[src/hw/cwg_pkg.sv]
/*
  Shared constants and types of the complementary waveform generator.
  Assumes a 32-bit classic Wishbone slave port; each register is one
  aligned word with its data in the low byte.
*/
package cwg_pkg;

  // ----------------------------------------------------------------
  // Register byte addresses
  // ----------------------------------------------------------------
  localparam logic [7:0] ADR_CTRL0 = 8'h00;
  localparam logic [7:0] ADR_POL = 8'h04;
  localparam logic [7:0] ADR_DBR = 8'h08;
  localparam logic [7:0] ADR_DBF = 8'h0C;
  localparam logic [7:0] ADR_SD0 = 8'h10;
  localparam logic [7:0] ADR_SDEN = 8'h14;
  localparam logic [7:0] ADR_CTRL2 = 8'h18;
  localparam logic [7:0] ADR_ISEL = 8'h1C;
  localparam logic [7:0] ADR_CLK = 8'h20;

  // ----------------------------------------------------------------
  // Field positions and reset values
  // ----------------------------------------------------------------
  localparam int EN_B = 7;
  localparam int LD_B = 6;
  localparam int IN_B = 5;
  localparam int SD_B = 7;
  localparam int REN_B = 6;
  localparam logic [1:0] SD0_OVERRIDE_LEVEL_B_D_RST = 2'h1;
  localparam logic [1:0] SD0_OVERRIDE_LEVEL_A_C_RST = 2'h1;

  // Override level codes
  localparam logic [1:0] LEV_HI = 2'h3;
  localparam logic [1:0] LEV_LO = 2'h2;
  localparam logic [1:0] LEV_TRI = 2'h1;

  // Cycles an input edge keeps the input counted as active
  localparam logic [7:0] IN_ACT_CYC = 8'hFF;

  // Operating modes
  localparam logic [2:0] MD_IMM = 3'h0;
  localparam logic [2:0] MD_SYNC = 3'h1;
  localparam logic [2:0] MD_FWD = 3'h2;
  localparam logic [2:0] MD_REV = 3'h3;
  localparam logic [2:0] MD_HALF = 3'h4;
  localparam logic [2:0] MD_PP = 3'h5;

  // Shutdown sequencer, one-hot
  typedef enum logic [2:0] {
    ST_RUN = 3'b001,
    ST_SHUT = 3'b010,
    ST_HOLD = 3'b100
  } cwg_st_t;

  typedef struct packed {
    logic cyc;
    logic stb;
    logic we;
    logic [7:0] adr;
    logic [3:0] sel;
    logic [31:0] dat;
  } cwg_wb_req_t;

  typedef struct packed {
    logic en; logic ld; logic [2:0] mode; logic [3:0] pol;
    logic [5:0] dbr; logic [5:0] dbf; logic [5:0] dbr_a;
    logic [5:0] dbf_a; logic sd; logic ren; logic [1:0] override_level_b_d;
    logic [1:0] override_level_a_c; logic [3:0] sden; logic [3:0] steer;
    logic [3:0] fix; logic [3:0] steer_act; logic [1:0] isel;
    logic clk_sel; logic in_q; cwg_st_t st; logic pp;
    logic [5:0] cnt_r; logic [5:0] cnt_f; logic dir_fwd;
    logic [5:0] cnt_d; logic [7:0] act_cnt; logic ack;
    logic [7:0] rdat; logic [3:0] out; logic [3:0] oe;
    logic osc_keep;
  } cwg_state_t;

endpackage

[src/hw/cwg_top.sv]
/*
  Complementary waveform generator: four drive outputs from one
  selected input, with steering, bridge and push-pull modes, dead
  bands and auto-shutdown, reached over a classic Wishbone slave.
  Assumes all inputs are synchronous to clk_i; the generator clock
  choice only steers the oscillator keep-alive output.
*/
`timescale 1ns/1ps

// Operation
// - Steering mode: any outputs carry input or fixed
// - Steered follows input; unsteered holds fixed level
// - Polarity applies only to steered outputs
// - Shutdown overrides only steered outputs
// - Mode 000 steer write acts immediately
// - Mode 001 steer applies at input rise
// - Writing shutdown bit forces shutdown state
// - Without restart, shutdown lasts while bit set
// - Enabled source forces override levels at once
// - Shutdown sources are active low
// - Sources level sensitive; hold shutdown while asserted
// - Keep fast oscillator when enabled, active, selected
// - Override fields set levels, polarity used only by code 0
// - Software clear refused while source asserted
// - Overrides hold until first input rise
// - Auto-restart clears bit when sources release
// - Auto-restart ends software shutdown too
// - Control bit 7 enables generator
// - Load bit transfers dead bands, self clears
// - Load settable only when already enabled
// - Mode field selects six modes, two reserved
// - Half-bridge: true/inverted with dead bands
// - Push-pull alternates, starts A, resets
// - Full-bridge forward and reverse static levels
// - Dead band counts clocks to programmed value
module cwg_top (
  input wire logic clk_i,
  input wire logic rst_i,
  input wire cwg_pkg::cwg_wb_req_t wb_i,
  output logic wb_ack_o,
  output logic [31:0] wb_dat_o,
  input wire logic [3:0] src_i,
  input wire logic [3:0] shutdown_n_i,
  output logic [3:0] out_o,
  output logic [3:0] out_oe_o,
  output logic osc_keep_o
);
  import cwg_pkg::*;

  cwg_state_t s;
  cwg_state_t next_s;
  logic in_sel;
  logic rise;
  logic fall;
  logic src_act;
  logic wr;
  logic [7:0] wd;
  logic sw_set;
  logic ovr;
  logic [3:0] steer_eff;
  logic [3:0] raw;
  logic [3:0] polmask;
  logic [3:0] ovmask;
  logic [3:0] fin;
  logic [3:0] fin_oe;
  logic [5:0] d_tgt;

  // ----------------------------------------------------------------
  // Input edges and shutdown sources
  // ----------------------------------------------------------------
  // Selected input and its edges
  assign in_sel = src_i[s.isel];
  assign rise = in_sel & ~s.in_q;
  assign fall = ~in_sel & s.in_q;
  // Low level on an enabled source asserts shutdown
  assign src_act = |(s.sden & ~shutdown_n_i);
  // Write commits at the edge where the master sees ack
  assign wr = wb_i.cyc & wb_i.stb & wb_i.we & s.ack & wb_i.sel[0];
  assign wd = wb_i.dat[7:0];
  assign sw_set = wr && wb_i.adr == ADR_SD0 && wd[SD_B];
  // Source or write overrides in the same cycle, not a cycle later
  assign ovr = s.st != ST_RUN || src_act || sw_set;
  // Immediate mode reads the register itself
  assign steer_eff = s.mode == MD_IMM ? s.steer : s.steer_act;
  assign d_tgt = s.dir_fwd ? s.dbf_a : s.dbr_a;

  // ----------------------------------------------------------------
  // Raw waveform per mode
  // ----------------------------------------------------------------
  // Pre-polarity levels; 0 is the inactive level everywhere
  always_comb begin
    raw = 4'h0;
    polmask = 4'hF;
    ovmask = 4'hF;
    if (s.en) begin
      case (s.mode)
        MD_IMM, MD_SYNC: begin
          // Steered carry the input, others their fixed level
          for (int i = 0; i < 4; i++) begin
            raw[i] = steer_eff[i] ? in_sel : s.fix[i];
          end
          polmask = steer_eff;
          ovmask = steer_eff;
        end
        MD_FWD, MD_REV: begin
          // Direction latched at input rise, modulated leg delayed
          raw[0] = s.dir_fwd;
          raw[2] = ~s.dir_fwd;
          raw[3] = s.dir_fwd & in_sel & (s.cnt_d == d_tgt);
          raw[1] = ~s.dir_fwd & in_sel & (s.cnt_d == d_tgt);
        end
        MD_HALF: begin
          raw[0] = in_sel & (s.cnt_r == s.dbr_a);
          raw[1] = ~in_sel & (s.cnt_f == s.dbf_a);
          raw[2] = raw[0];
          raw[3] = raw[1];
        end
        MD_PP: begin
          raw[0] = in_sel & ~s.pp;
          raw[1] = in_sel & s.pp;
          raw[2] = raw[0];
          raw[3] = raw[1];
        end
        default: raw = 4'h0;
      endcase
    end
  end

  // ----------------------------------------------------------------
  // Per-output polarity and override
  // ----------------------------------------------------------------
  // Pairs A/C and B/D share one override field
  for (genvar g = 0; g < 4; g++) begin : g_out
    logic [1:0] lev;
    logic hit;
    assign lev = (g % 2 == 0) ? s.override_level_a_c : s.override_level_b_d;
    assign hit = ovr & ovmask[g];
    // Override level ignores polarity except the inactive code
    assign fin[g] = hit ? (lev == LEV_HI ? 1'b1 :
                           lev == LEV_LO ? 1'b0 :
                           lev == LEV_TRI ? 1'b0 : s.pol[g])
                        : raw[g] ^ (polmask[g] & s.pol[g]);
    assign fin_oe[g] = ~(hit & (lev == LEV_TRI));
  end

  // ----------------------------------------------------------------
  // Next state
  // ----------------------------------------------------------------
  // Bus, control registers, counters and shutdown sequencing
  always_comb begin
    next_s = s;
    next_s.in_q = in_sel;
    // One-cycle ack, dropped the cycle after it was given
    next_s.ack = wb_i.cyc & wb_i.stb & ~s.ack;
    next_s.rdat = 8'h00;
    case (wb_i.adr)
      ADR_CTRL0: next_s.rdat = {s.en, s.ld, 3'h0, s.mode};
      ADR_POL: next_s.rdat = {2'h0, in_sel, 1'b0, s.pol};
      ADR_DBR: next_s.rdat = {2'h0, s.dbr};
      ADR_DBF: next_s.rdat = {2'h0, s.dbf};
      ADR_SD0: next_s.rdat = {s.sd, s.ren, s.override_level_b_d, s.override_level_a_c, 2'h0};
      ADR_SDEN: next_s.rdat = {4'h0, s.sden};
      ADR_CTRL2: next_s.rdat = {s.fix, s.steer};
      ADR_ISEL: next_s.rdat = {6'h00, s.isel};
      ADR_CLK: next_s.rdat = {7'h00, s.clk_sel};
      default: next_s.rdat = 8'h00;
    endcase
    // Dead-band load on the next input event clears the request
    if (s.ld && (rise || fall)) begin
      next_s.dbr_a = s.dbr;
      next_s.dbf_a = s.dbf;
      next_s.ld = 1'b0;
    end
    if (wr) begin
      case (wb_i.adr)
        ADR_CTRL0: begin
          next_s.en = wd[EN_B];
          next_s.mode = wd[2:0];
          // Load only when enable was already set
          if (wd[LD_B] && s.en) begin
            next_s.ld = 1'b1;
          end
        end
        ADR_POL: next_s.pol = wd[3:0];
        ADR_DBR: next_s.dbr = wd[5:0];
        ADR_DBF: next_s.dbf = wd[5:0];
        ADR_SD0: begin
          next_s.sd = wd[SD_B];
          next_s.ren = wd[REN_B];
          next_s.override_level_b_d = wd[5:4];
          next_s.override_level_a_c = wd[3:2];
        end
        ADR_SDEN: next_s.sden = wd[3:0];
        ADR_CTRL2: begin
          next_s.steer = wd[3:0];
          next_s.fix = wd[7:4];
        end
        ADR_ISEL: next_s.isel = wd[1:0];
        ADR_CLK: next_s.clk_sel = wd[0];
        default: next_s.en = s.en;
      endcase
    end
    // Disabled block loads dead bands straight through
    if (!s.en) begin
      next_s.dbr_a = next_s.dbr;
      next_s.dbf_a = next_s.dbf;
    end
    // Auto-restart clears once sources release, unless set now
    if (s.ren && !src_act && !sw_set) begin
      next_s.sd = 1'b0;
    end
    // Asserted source sets and wins over any clear
    if (src_act) begin
      next_s.sd = 1'b1;
    end
    // Synchronous steering takes new bits at input rise
    if (rise) begin
      next_s.steer_act = s.steer;
    end
    // Shutdown sequencer
    case (s.st)
      ST_RUN: if (next_s.sd) next_s.st = ST_SHUT;
      ST_SHUT: if (!s.sd) next_s.st = ST_HOLD;
      ST_HOLD: begin
        if (next_s.sd) begin
          next_s.st = ST_SHUT;
        end else if (rise) begin
          next_s.st = ST_RUN;
        end
      end
      default: next_s.st = ST_SHUT;
    endcase
    // Push-pull phase flips after each pulse
    if (!s.en || ovr) begin
      next_s.pp = 1'b0;
    end else if (fall) begin
      next_s.pp = ~s.pp;
    end
    // Dead-band counters count clocks up to the value
    if (!in_sel) begin
      next_s.cnt_r = 6'h00;
    end else if (s.cnt_r != s.dbr_a) begin
      next_s.cnt_r = s.cnt_r + 6'h01;
    end
    if (in_sel) begin
      next_s.cnt_f = 6'h00;
    end else if (s.cnt_f != s.dbf_a) begin
      next_s.cnt_f = s.cnt_f + 6'h01;
    end
    // Direction change restarts the bridge dead band
    if (rise && s.dir_fwd != ~s.mode[0]) begin
      next_s.dir_fwd = ~s.mode[0];
      next_s.cnt_d = 6'h00;
    end else if (s.cnt_d != d_tgt) begin
      next_s.cnt_d = s.cnt_d + 6'h01;
    end
    // Input counts as active for a while after any edge
    if (rise || fall) begin
      next_s.act_cnt = IN_ACT_CYC;
    end else if (s.act_cnt != 8'h00) begin
      next_s.act_cnt = s.act_cnt - 8'h01;
    end
    next_s.osc_keep = s.en & s.clk_sel & (s.act_cnt != 8'h00);
    next_s.out = fin;
    next_s.oe = fin_oe;
  end

  // ----------------------------------------------------------------
  // State register
  // ----------------------------------------------------------------
  // Start in run state with shutdown clear and output enables low
  always_ff @(posedge clk_i) begin
    if (rst_i) begin
      s <= '0;
      s.st <= ST_RUN;
      s.override_level_b_d <= SD0_OVERRIDE_LEVEL_B_D_RST;
      s.override_level_a_c <= SD0_OVERRIDE_LEVEL_A_C_RST;
      s.dir_fwd <= 1'b1;
      s.oe <= 4'h0;
    end else begin
      s <= next_s;
    end
  end

  assign wb_ack_o = s.ack;
  assign wb_dat_o = {24'h000000, s.rdat};
  assign out_o = s.out;
  assign out_oe_o = s.oe;
  assign osc_keep_o = s.osc_keep;
endmodule // cwg_top

[config.mk]
export PLATFORM = sky130hd
export DESIGN_NAME = cwg_top
export DESIGN_NICKNAME = d
export VERILOG_FILES = /design/src/hw/cwg_pkg.sv /design/src/hw/cwg_top.sv
export SDC_FILE = /design/constraint.sdc
export NUM_CORES = 1
export LEC_CHECK = 0
export CORE_MARGIN = 5
export CORE_UTILIZATION = 64
export CTS_CLUSTER_DIAMETER = 100
export DETAILED_ROUTE_END_ITERATION = 16
export DONT_BUFFER_PORTS = 1
export PLACE_DENSITY = 0.89
export SLEW_MARGIN = 20
export SYNTH_ARGS = -nofsm -noshare
export SYNTH_HDL_FRONTEND = slang
export SYNTH_SLANG_ARGS = --single-unit
[constraint.sdc]
create_clock -name clk_i -period 3.6 [get_ports clk_i]
set_input_delay 0.72 -clock clk_i [delete_from_list [all_inputs] [get_ports clk_i]]
set_output_delay 0.72 -clock clk_i [all_outputs]
set_load 0.01 [all_outputs]
==> results of run 1 <==
[worst reg2reg max path, cell delays in order (launching register included)]
cell and delay [ns]:
dfxtp_1 0.40, mux4_2 0.68, ha_1 0.49, nor2b_1 0.21, buf_4 0.29, nor2b_1 0.10
a211oi_1 0.26, a211oi_1 0.08
[worst max-delay path by stage]
stage / depth (start not counted) / end / start / slack [ns]
finish: 7 / s[78] / s[51] / 0.96
global route: 7 / s[78] / s[51] / 0.80
CTS: 7 / s[78] / s[51] / 1.01
detailed placement: 7 / s[78] / src_i[3] / 0.74
global placement: 7 / s[75] / src_i[3] / 0.87
floorplan: 9 / s[81] / src_i[3] / 0.49
[placed cells by master, fill, tap and decap left out, types with 3 or more instances in the layout]
cell / Yosys / layout
nand3_1: 31 / 31
a21o_1: 3 / 3
a211oi_1: 29 / 29
nand2b_1: 9 / 9
nor3_1: 8 / 8
nand4_1: 9 / 9
and4_1: 4 / 4
inv_1: 9 / 9
dfxtp_1: 108 / 108
mux2_2: 3 / 3
clkbuf_8: 0 / 9
ha_1: 7 / 7
and3_1: 10 / 10
mux2i_1: 33 / 33
a22oi_1: 7 / 7
xnor2_1: 13 / 13
nor2_1: 56 / 56
buf_4: 40 / 3
o21ai_0: 9 / 9
or2_1: 3 / 3
xor2_1: 28 / 28
clkinv_4: 0 / 3
a31oi_1: 6 / 6
a222oi_1: 8 / 8
nor2b_1: 17 / 17
nor4_1: 7 / 7
nand2_1: 59 / 59
a211o_1: 4 / 4
and2_1: 6 / 6
a21oi_1: 47 / 47
conb_1: 1 / 24
nor3b_1: 5 / 5
[layer usage]
metal	GRT usage (%)	up-vias	share of wire (%)
li1	-	2138	-
met1	32.6	2142	39
met2	39.2	271	47
met3	5.10	45	11
met4	10.6	0	3.1
met5	0	-	0
[cell type report]
cell class / count / area [um^2] / share of cell area, %
well taps: 108 / 135 / 2.43
clock buffers: 10 / 128 / 2.29
flip-flops and latches: 108 / 2160 / 38.8
inverters: 11 / 41.3 / 0.742
repair buffers: 3 / 22.5 / 0.405
clock inverters: 6 / 57.6 / 1.03
multi-input cells: 471 / 3020 / 54.3
[cell families after synthesis]
kind of cell	after synthesis	synth area share, %
other	1	0.0672
buffers and inverters	87	8.72
flip-flops	108	38.7
adder cells (fa/ha/maj)	7	1.57
AO/OA/AOI/OAI	126	15.3
multiplexers	37	6.93
AND/OR/NAND/NOR	236	22.2
XOR/XNOR	41	6.43
[power by group]
part	internal [mW]	switching, mW
combinational	0.131	0.196
clock	0.268	0.442
sequential	1.25	0.0582
[per-stage QoR]
step | setup WS (ns) | hold slack, ns | cell area, um^2 | utilization [%] | total power, mW
CTS | 1.01 | 0.394 | 5570 | 64.8 | 2.35
finish | 0.965 | 0.404 | 5570 | 64.8 | 2.35
floorplan | 0.488 | 0.440 | 5670 | - | 1.66
detailed placement | 0.741 | 0.461 | 5380 | 62.6 | 1.65
global placement | 0.869 | 0.451 | 5380 | 62.6 | 1.63
global route | 0.803 | 0.393 | 5570 | 64.8 | 2.44
[sequential cells by signal (all words and copies together) (netlist names)]
name and flops:
s 86, wb_dat_o 8, g_out.lev 4, out_o 4
out_oe_o 4, osc_keep_o 1, wb_ack_o 1
==> impl_metrics.csv, run 1 <==
group,metric,value,unit
setup_path,crit_slowest_cell,"mux4_2",
cts,clkTransAtPathRegs,0.11,ns
power,ir_drop,0.216,mV
cts,cts_sinks,108,
floorplan,io_pins,99,
worst_hold_path,holdPathStages,1,
route,totalWireLength,13100,um
floorplan,die_h,103,um
route,vias,4596,
power,p_per_area,422,mW/mm^2
sta,relSlewSlack,47.0,%
logic_synthesis,synth_cells,643,
final_layout,nFillCells,668,
global_route,overflow,0,
logic_synthesis,synth.avg_cell_area,8.68,um^2
power,p_leak,2.21,nW
sta,finalSetupTns,0,ns
sta,max_slew.worst_pin.slew,0.793,ns
floorplan,initial_core_util,65.0,%
final_layout,drive_gt1_share,5.25,%
worst_hold_path,hold_start,"rst_i",
logic_synthesis,yosys-top-cells-count,"108 x dfxtp_1, 59 x nand2_1, 56 x nor2_1",
logic_synthesis,async_flop_share,0,%
route,avgRoutedWirePerCell,18.3,um
cts,cts_hold_buf,0,
setup_path,max_stage_delay,0.68,ns
floorplan,rows,34,
route,dr.first_iter.drc_count,447,
setup_path,ff2ff_path_depth,7,
global_route,antenna_found_initial,0,
global_route,grt_max_degree,86,
place,port_buffers,0,
setup_path,worstReg2RegStart,"s[51]",
route,postRouteAntennaNets,0,
setup_path,path_class,"register to register",
route,first_pass_iters,5,
final_layout,nNetsFinal,668,
outcome,status,"finished, final reports clean",
global_route,grt_pass1_vias,4306,
setup_path,crit_chain,"mux4_2, ha_1, nor2b_1, buf_4, nor2b_1, a211oi_1, a211oi_1",
cts,cts_resized,0,
setup_path,cp_top_family,"multiplexers",
logic_synthesis,yosysUniqueCellTypes,56,
floorplan,dieArea,0.0107,mm^2
logic_synthesis,yosys-top-cells-area,"dfxtp_1 39%, mux2i_1 5.9%, buf_4 5.4%",
logic_synthesis,seq_area_frac_synth,38.7,%
sta,period_needed,2.64,ns
cts,cts_tree,"yes",
floorplan,core_area,0.00859,mm^2
global_route,grt_pass1_wl,20800,um
setup_path,crit_buf_inv,1,
floorplan,die_x,103,um
logic_synthesis,post-synth-top-count-cell,"dfxtp_1",
cts,clk_latency,0.38,ns
logic_synthesis,synth_edf_count,0,
cts,cts.path.max_buffers,2,
sta,timing.final.crit_share,73.2,%
cts,post_cts_buffers,0,
setup_path,path_max_fanout,24,
sta,report.final.slew_viol_count,0,
place,gp_congestion,0.942,
place,dp_cells,701,
setup_path,startpoint_type,"register",
worst_hold_path,min_to,"s[50]",
final_layout,antennaDiodeCount,0,
sta,fin_worst_skew,0.0117,ns
logic_synthesis,synth_ff_type,"dfxtp_1",
sta,max_freq,379,MHz
cts,cts_buffers,9,
route,viasPerCell,6.41,
setup_path,cp-end-kind,"register",
final_layout,area_growth,-0.291,%
sta,rsz0062_at_grt,"false",
logic_synthesis,ys_ff_latch,108,
route,drc,0,
place,dp_hpwl,9360,um
sta,setup_violations,0,
job,max_cap_violations,0,
final_layout,layoutNonFillerInstCount,717,
logic_synthesis,synthesis.area,0.00558,mm^2
cts,root_buffer,"clkbuf_8",
logic_synthesis,yosys_warnings,0,
worst_hold_path,hold_class,"primary input to register",
global_route,grt_usage,24.7,%
setup_path,reg2reg_to,"s[78]",
logic_synthesis,yosysTopAreaCell,"dfxtp_1",
logic_synthesis,synth_top_area_share,38.7,%
cts,cts_max_level,3,
setup_path,required,3.85,ns
setup_path,rrSetupSlack,0.96,ns
sta,hold_violations,0,
setup_path,crit_arrival,2.89,ns
Power figures use the tool's default switching activity.
==> run 2, diff against run 1 <==
CORE_UTILIZATION = 58   (was 64)
PLACE_DENSITY = 0.85   (was 0.89)
clock period = 2.14 ns   (was 3.6 ns; I/O delays follow)
==> run 2 against run 1 <==
The run now ends with negative setup slack left. Largest cell class unchanged. Critical path depth fell by 1. Highest routed layer unchanged. Sequential cell count stayed put. Worst setup slack lost 1.0 ns. Final cell count increased by 7.1%. Sequential share of layout area decreased by 3.3 points. Sequential power rose by 68%. Hold slack lost 0.28 ns. Power grew 81%. Register-to-register slack got worse by 1.0 ns. Fmax up 21%. Global-route usage decreased by 0.46 points.
==> impl_metrics.csv, run 2 (synthesis gave the netlist of run 1 again) <==
group,metric,value,unit
final_layout,drive_gt1_share,14.6,%
floorplan,rows,35,
cts,cts_sinks,108,
place,dp_hpwl,9980,um
setup_path,max_stage_delay,0.62,ns
final_layout,final_cell_mix,"106 x dfxtp_1, 59 x nand2_1, 56 x nor2_1, 47 x a21oi_1, 32 x mux2i_1",
outcome,status,"finished with violations",
global_route,grt_use_met3,7.10,%
setup_path,crit_slowest_cell,"mux4_2",
route,viasPerCell,6.34,
route,vias,4872,
worst_hold_path,hold_class,"primary input to register",
final_layout,layoutNonFillerInstCount,768,
power,p_total,4.25,mW
power,p_leak,2.43,nW
sta,finalWorstSetupSlack,-0.0384,ns
place,port_buffers,0,
sta,hold_violations,0,
floorplan,die_h,108,um
setup_path,crit_chain,"mux4_2, ha_4, nor2b_4, clkbuf_16, a211oi_2, a211oi_1",
cts,clk_latency,0.37,ns
cts,cts_buffers,9,
cts,clkTransAtPathRegs,0.11,ns
outcome,violations,"negative setup slack",
final_layout,nFillCells,676,
global_route,grt_max_degree,86,
place,dp_cells,747,
sta,max_slew.worst_pin.slew,0.774,ns
setup_path,path_max_fanout,12,
route,avgRoutedWirePerCell,19.1,um
route,first_pass_iters,6,
final_layout,largest_reg_flops,86,
floorplan,die_x,108,um
job,max_cap_violations,0,
power,p_per_area,696,mW/mm^2
setup_path,path_class,"register to register",
cts,cts_tree,"yes",
route,drc,0,
sta,report.final.slew_viol_count,0,
sta,timing.final.crit_share,102,%
global_route,top_usage_layer,"met2",
floorplan,io_pins,99,
setup_path,startpoint_type,"register",
route,dr.first_iter.drc_count,755,
cts,cts_max_level,3,
final_layout,max_flop_register,"s",
global_route,grt_pass1_wl,22400,um
place,gp_congestion,0.933,
route,totalWireLength,14700,um
floorplan,dieArea,0.0117,mm^2
sta,rsz0062_at_grt,"true",
sta,max_freq,459,MHz
global_route,grt_use_met2,38.1,%
power,ir_drop,0.520,mV
final_layout,final_common_cell,"dfxtp_1",
sta,fin_worst_skew,0.0130,ns
global_route,antenna_found_initial,0,
global_route,grt_usage,24.2,%
final_layout,area_growth,9.23,%
floorplan,core_area,0.00933,mm^2
floorplan,initial_core_util,59.9,%
setup_path,crit_arrival,2.46,ns
global_route,grt_pass1_vias,4439,
sta,relSlewSlack,48.3,%
final_layout,antennaDiodeCount,0,
global_route,grt_use_met1,32.2,%
sta,setup_violations,11,
route,postRouteAntennaNets,0,
final_layout,nNetsFinal,698,
setup_path,required,2.42,ns
global_route,overflow,0,
cts,root_buffer,"clkbuf_8",
cts,cts.path.max_buffers,2,
setup_path,cp-end-kind,"register",
sta,period_needed,2.18,ns
-- run 2: cell type report --
cell class                      count  area, um^2  area share, %
Clock inverter                      6        95.1           1.56
Tap cell                          129         161           2.65
Clock buffer                       10         138           2.26
Sequential cell                   108        2170           35.5
Inverter                           11        41.3          0.677
Timing Repair Buffer               32         288           4.72
Multi-Input combinational cell    472        3210           52.6
-- run 2: path summary, 6_finish.rpt --
| path | endpoint | slack [ns] | start | cells after the start |
|---|---|---|---|---|
| setup / recovery | s[86] | -0.04 | s[51] | 6 |
| hold / removal | s[73] | 0.12 | rst_i | 1 |
| setup reg to reg | s[86] | -0.04 | s[51] | 6 |
| hold reg to reg | s[73] | 0.48 | s[73] | 2 |
-- run 2: stage by stage --
stage	area, um^2	hold slack, ns	setup TNS, ns	worst slack, ns	util (%)
6_report	6100	0.122	-0.220	-0.0384	65.4
5_1_grt	6100	0.0927	-0.970	-0.116	65.4
4_1_cts	5950	0.0943	0	0.00812	63.7
3_5_place_dp	5680	0.461	-0.0556	-0.0224	60.9
3_3_place_gp	5680	0.458	0	0.0105	60.9
2_1_floorplan	5790	0.445	-0.610	-0.0658	-
-- run 2: layer usage --
metal / vias to the layer above / routed length, um
met3: 55 / 1780
met1: 2294 / 5640
li1: 2193 / -
met5: - / 0
met4: 0 / 524
met2: 330 / 6760
-- run 2: report_power, final --
| part | internal [mW] | switching [mW] |
|---|---|---|
| registers | 2.10 | 0.0957 |
| clock network | 0.704 | 0.705 |
| logic | 0.290 | 0.348 |
| total | 3.10 | 1.15 |
-- run 2: repair_timing --
action                                  in CTS  in global routing
gates cloned                                 1                  2
hold buffers                                 0                  0
pin swaps                                    0                  3
gates resized for setup                      3                 20
buffers inserted                             0                  2
endpoints found under the setup margin       4                 16
-- run 2: critical path: cells and delay by family (launching register included) --
family / cells / cell delay [ns]
and+or+nand+nor: 1 / 0.25
buffers and inverters: 1 / 0.24
muxes: 1 / 0.62
DFF: 1 / 0.37
adders and majority gates: 1 / 0.28
AOI/OAI and AO/OA: 2 / 0.31
==> run 3, diff against run 2 <==
--- a/config.mk
+++ b/config.mk
@@ -6,5 +6,4 @@
 export NUM_CORES = 1
 export LEC_CHECK = 0
-export CORE_MARGIN = 5
 export CORE_UTILIZATION = 58
 export CTS_CLUSTER_DIAMETER = 100
==> constraint.sdc (replaced) <==
create_clock -name clk_i -period 2.14 [get_ports clk_i]
set_input_delay 0.428 -clock clk_i [delete_from_list [all_inputs] [get_ports clk_i]]
set_output_delay 0.428 -clock clk_i [all_outputs]
set_load 0.005 [all_outputs]
==> run 3 against run 2 <==
The run now ends clean. Combinational power down 5.2%. Clock-buffer cell count down 1. Power down 0.60%. Via count down 3.3%. Fmax up 3.4%. Core utilization down 0.97 points. Final cell count down 0.52%. Sequential cell count unchanged. Critical path depth unchanged. Clock power about the same. Design area down 1.9%. Critical endpoint is now out_o[3]. Highest routed layer unchanged.
==> impl_metrics.csv, run 3 (synthesis gave the netlist of run 1 again) <==
group,metric,value,unit
final_layout,largest_reg_flops,86,
final_layout,nFillCells,760,
final_layout,seqCellArea,0.00217,mm^2
route,first_pass_iters,7,
sta,period_needed,2.11,ns
power,ir_drop,0.335,mV
cts,cts_sinks,108,
global_route,grt_pass1_vias,4369,
cts,clk_latency,0.39,ns
floorplan,die_x,100,um
power,p_per_area,706,mW/mm^2
power,p_total,4.22,mW
floorplan,initial_core_util,60.1,%
sta,fin_worst_skew,0.0176,ns
route,postRouteAntennaNets,0,
route,vias,4710,
cts,root_buffer,"clkbuf_8",
route,viasPerCell,6.16,
sta,rsz0062_at_grt,"true",
final_layout,final_cell_mix,"106 x dfxtp_1, 59 x nand2_1, 56 x nor2_1, 47 x a21oi_1",
route,totalWireLength,14000,um
floorplan,core_area,0.00928,mm^2
sta,relSlewSlack,47.8,%
cts,cts.path.max_buffers,2,
floorplan,rows,35,
final_layout,max_flop_register,"s",
global_route,grt_max_degree,86,
power,p_leak,2.38,nW
setup_path,path_max_fanout,5,
global_route,grt_usage,27.6,%
floorplan,io_pins,99,
floorplan,dieArea,0.0100,mm^2
floorplan,die_h,100,um
sta,max_slew.worst_pin.slew,0.782,ns
setup_path,startpoint_type,"register",
outcome,status,"finished, final reports clean",
sta,setup_violations,0,
global_route,grt_pass1_wl,21400,um
place,dp_hpwl,9810,um
cts,cts_tree,"yes",
route,drc,0,
final_layout,nNetsFinal,693,
route,avgRoutedWirePerCell,18.4,um
worst_hold_path,hold_class,"primary input to register",
cts,cts_max_level,3,
setup_path,path_class,"register to register",
job,max_cap_violations,0,
cts,clkTransAtPathRegs,0.11,ns
sta,hold_violations,0,
cts,cts_buffers,9,
final_layout,final_common_cell,"dfxtp_1",
place,gp_congestion,0.911,
setup_path,cp-end-kind,"register",
final_layout,area_growth,7.10,%
setup_path,required,2.46,ns
cts,cts_hold_buf,0,
place,port_buffers,0,
route,dr.first_iter.drc_count,541,
sta,timing.final.crit_share,98.5,%
sta,report.final.slew_viol_count,0,
global_route,antenna_found_initial,1,
global_route,overflow,0,
final_layout,drive_gt1_share,12.6,%
sta,finalSetupTns,0,ns
final_layout,multi_input_area,0.00316,mm^2
setup_path,crit_arrival,2.42,ns
sta,whs,0.0992,ns
sta,max_freq,475,MHz
[run 3: cell count changes in the layout (fill, tap and decap cells not counted), moves of 2 or more]
cell       delta
a211oi_1      +5
buf_4         -3
nor2b_1       +4
a211oi_2      -5
nor2b_2       -4
clkbuf_16     -2
[run 3: stage by stage]
stage               cell area, um^2  worst slack (ns)  utilization (%)  cells
floorplan                      5790           -0.0658                -    666
global placement               5670            0.0337             61.1    746
detailed placement             5670            -0.102             61.1    746
CTS                            5910            0.0139             63.6    762
global route                   5980           -0.0367             64.4    763
finish                         5980            0.0328             64.4    764
[run 3: path summary, 6_finish.rpt]
check                           start  cells past startpoint  endpoint  slack (ns)
worst max-delay path            s[51]                      6  out_o[3]        0.03
worst min-delay path            rst_i                      1     s[73]         0.1
worst max register to register  s[51]                      6  out_o[3]        0.03
worst min register to register  s[73]                      2     s[73]        0.49
[run 3: what timing repair did]
action | in CTS | in global routing
resized for setup | 2 | 11
pin swaps | 0 | 1
buffers inserted | 0 | 0
endpoints found under the setup margin | 3 | 8
cloned | 0 | 1
[run 3: power breakdown]
group	total, mW	internal (mW)	switching (mW)
logic	0.605	0.275	0.329
registers	2.18	2.10	0.0791
clock network	1.43	0.678	0.756
[run 3: area by class of cell]
type / count / share of cell area [%]
tap: 129 / 2.70
clock inverter: 7 / 1.76
clock buffer: 9 / 2.07
antenna: 1 / 0.0418
inverter: 11 / 0.691
timing repair buffer: 27 / 3.60
sequential: 108 / 36.2
multi-input combinational: 472 / 52.9
[run 3: worst max-delay path: stages (launching register included)]
cell      delay (ns)
dfxtp_4         0.39
mux4_2          0.61
and4_1          0.26
a211oi_1        0.28
o31ai_2         0.13
mux2i_1         0.16
a211oi_2        0.22
[run 3: routing by layer]
metal	global-route usage (%)	up-vias	part of all wire, %
met2	44.5	227	47
li1	-	2194	-
met3	4.60	35	8.6
met5	0	-	0
met4	15.5	0	3.1
met1	35.3	2254	41
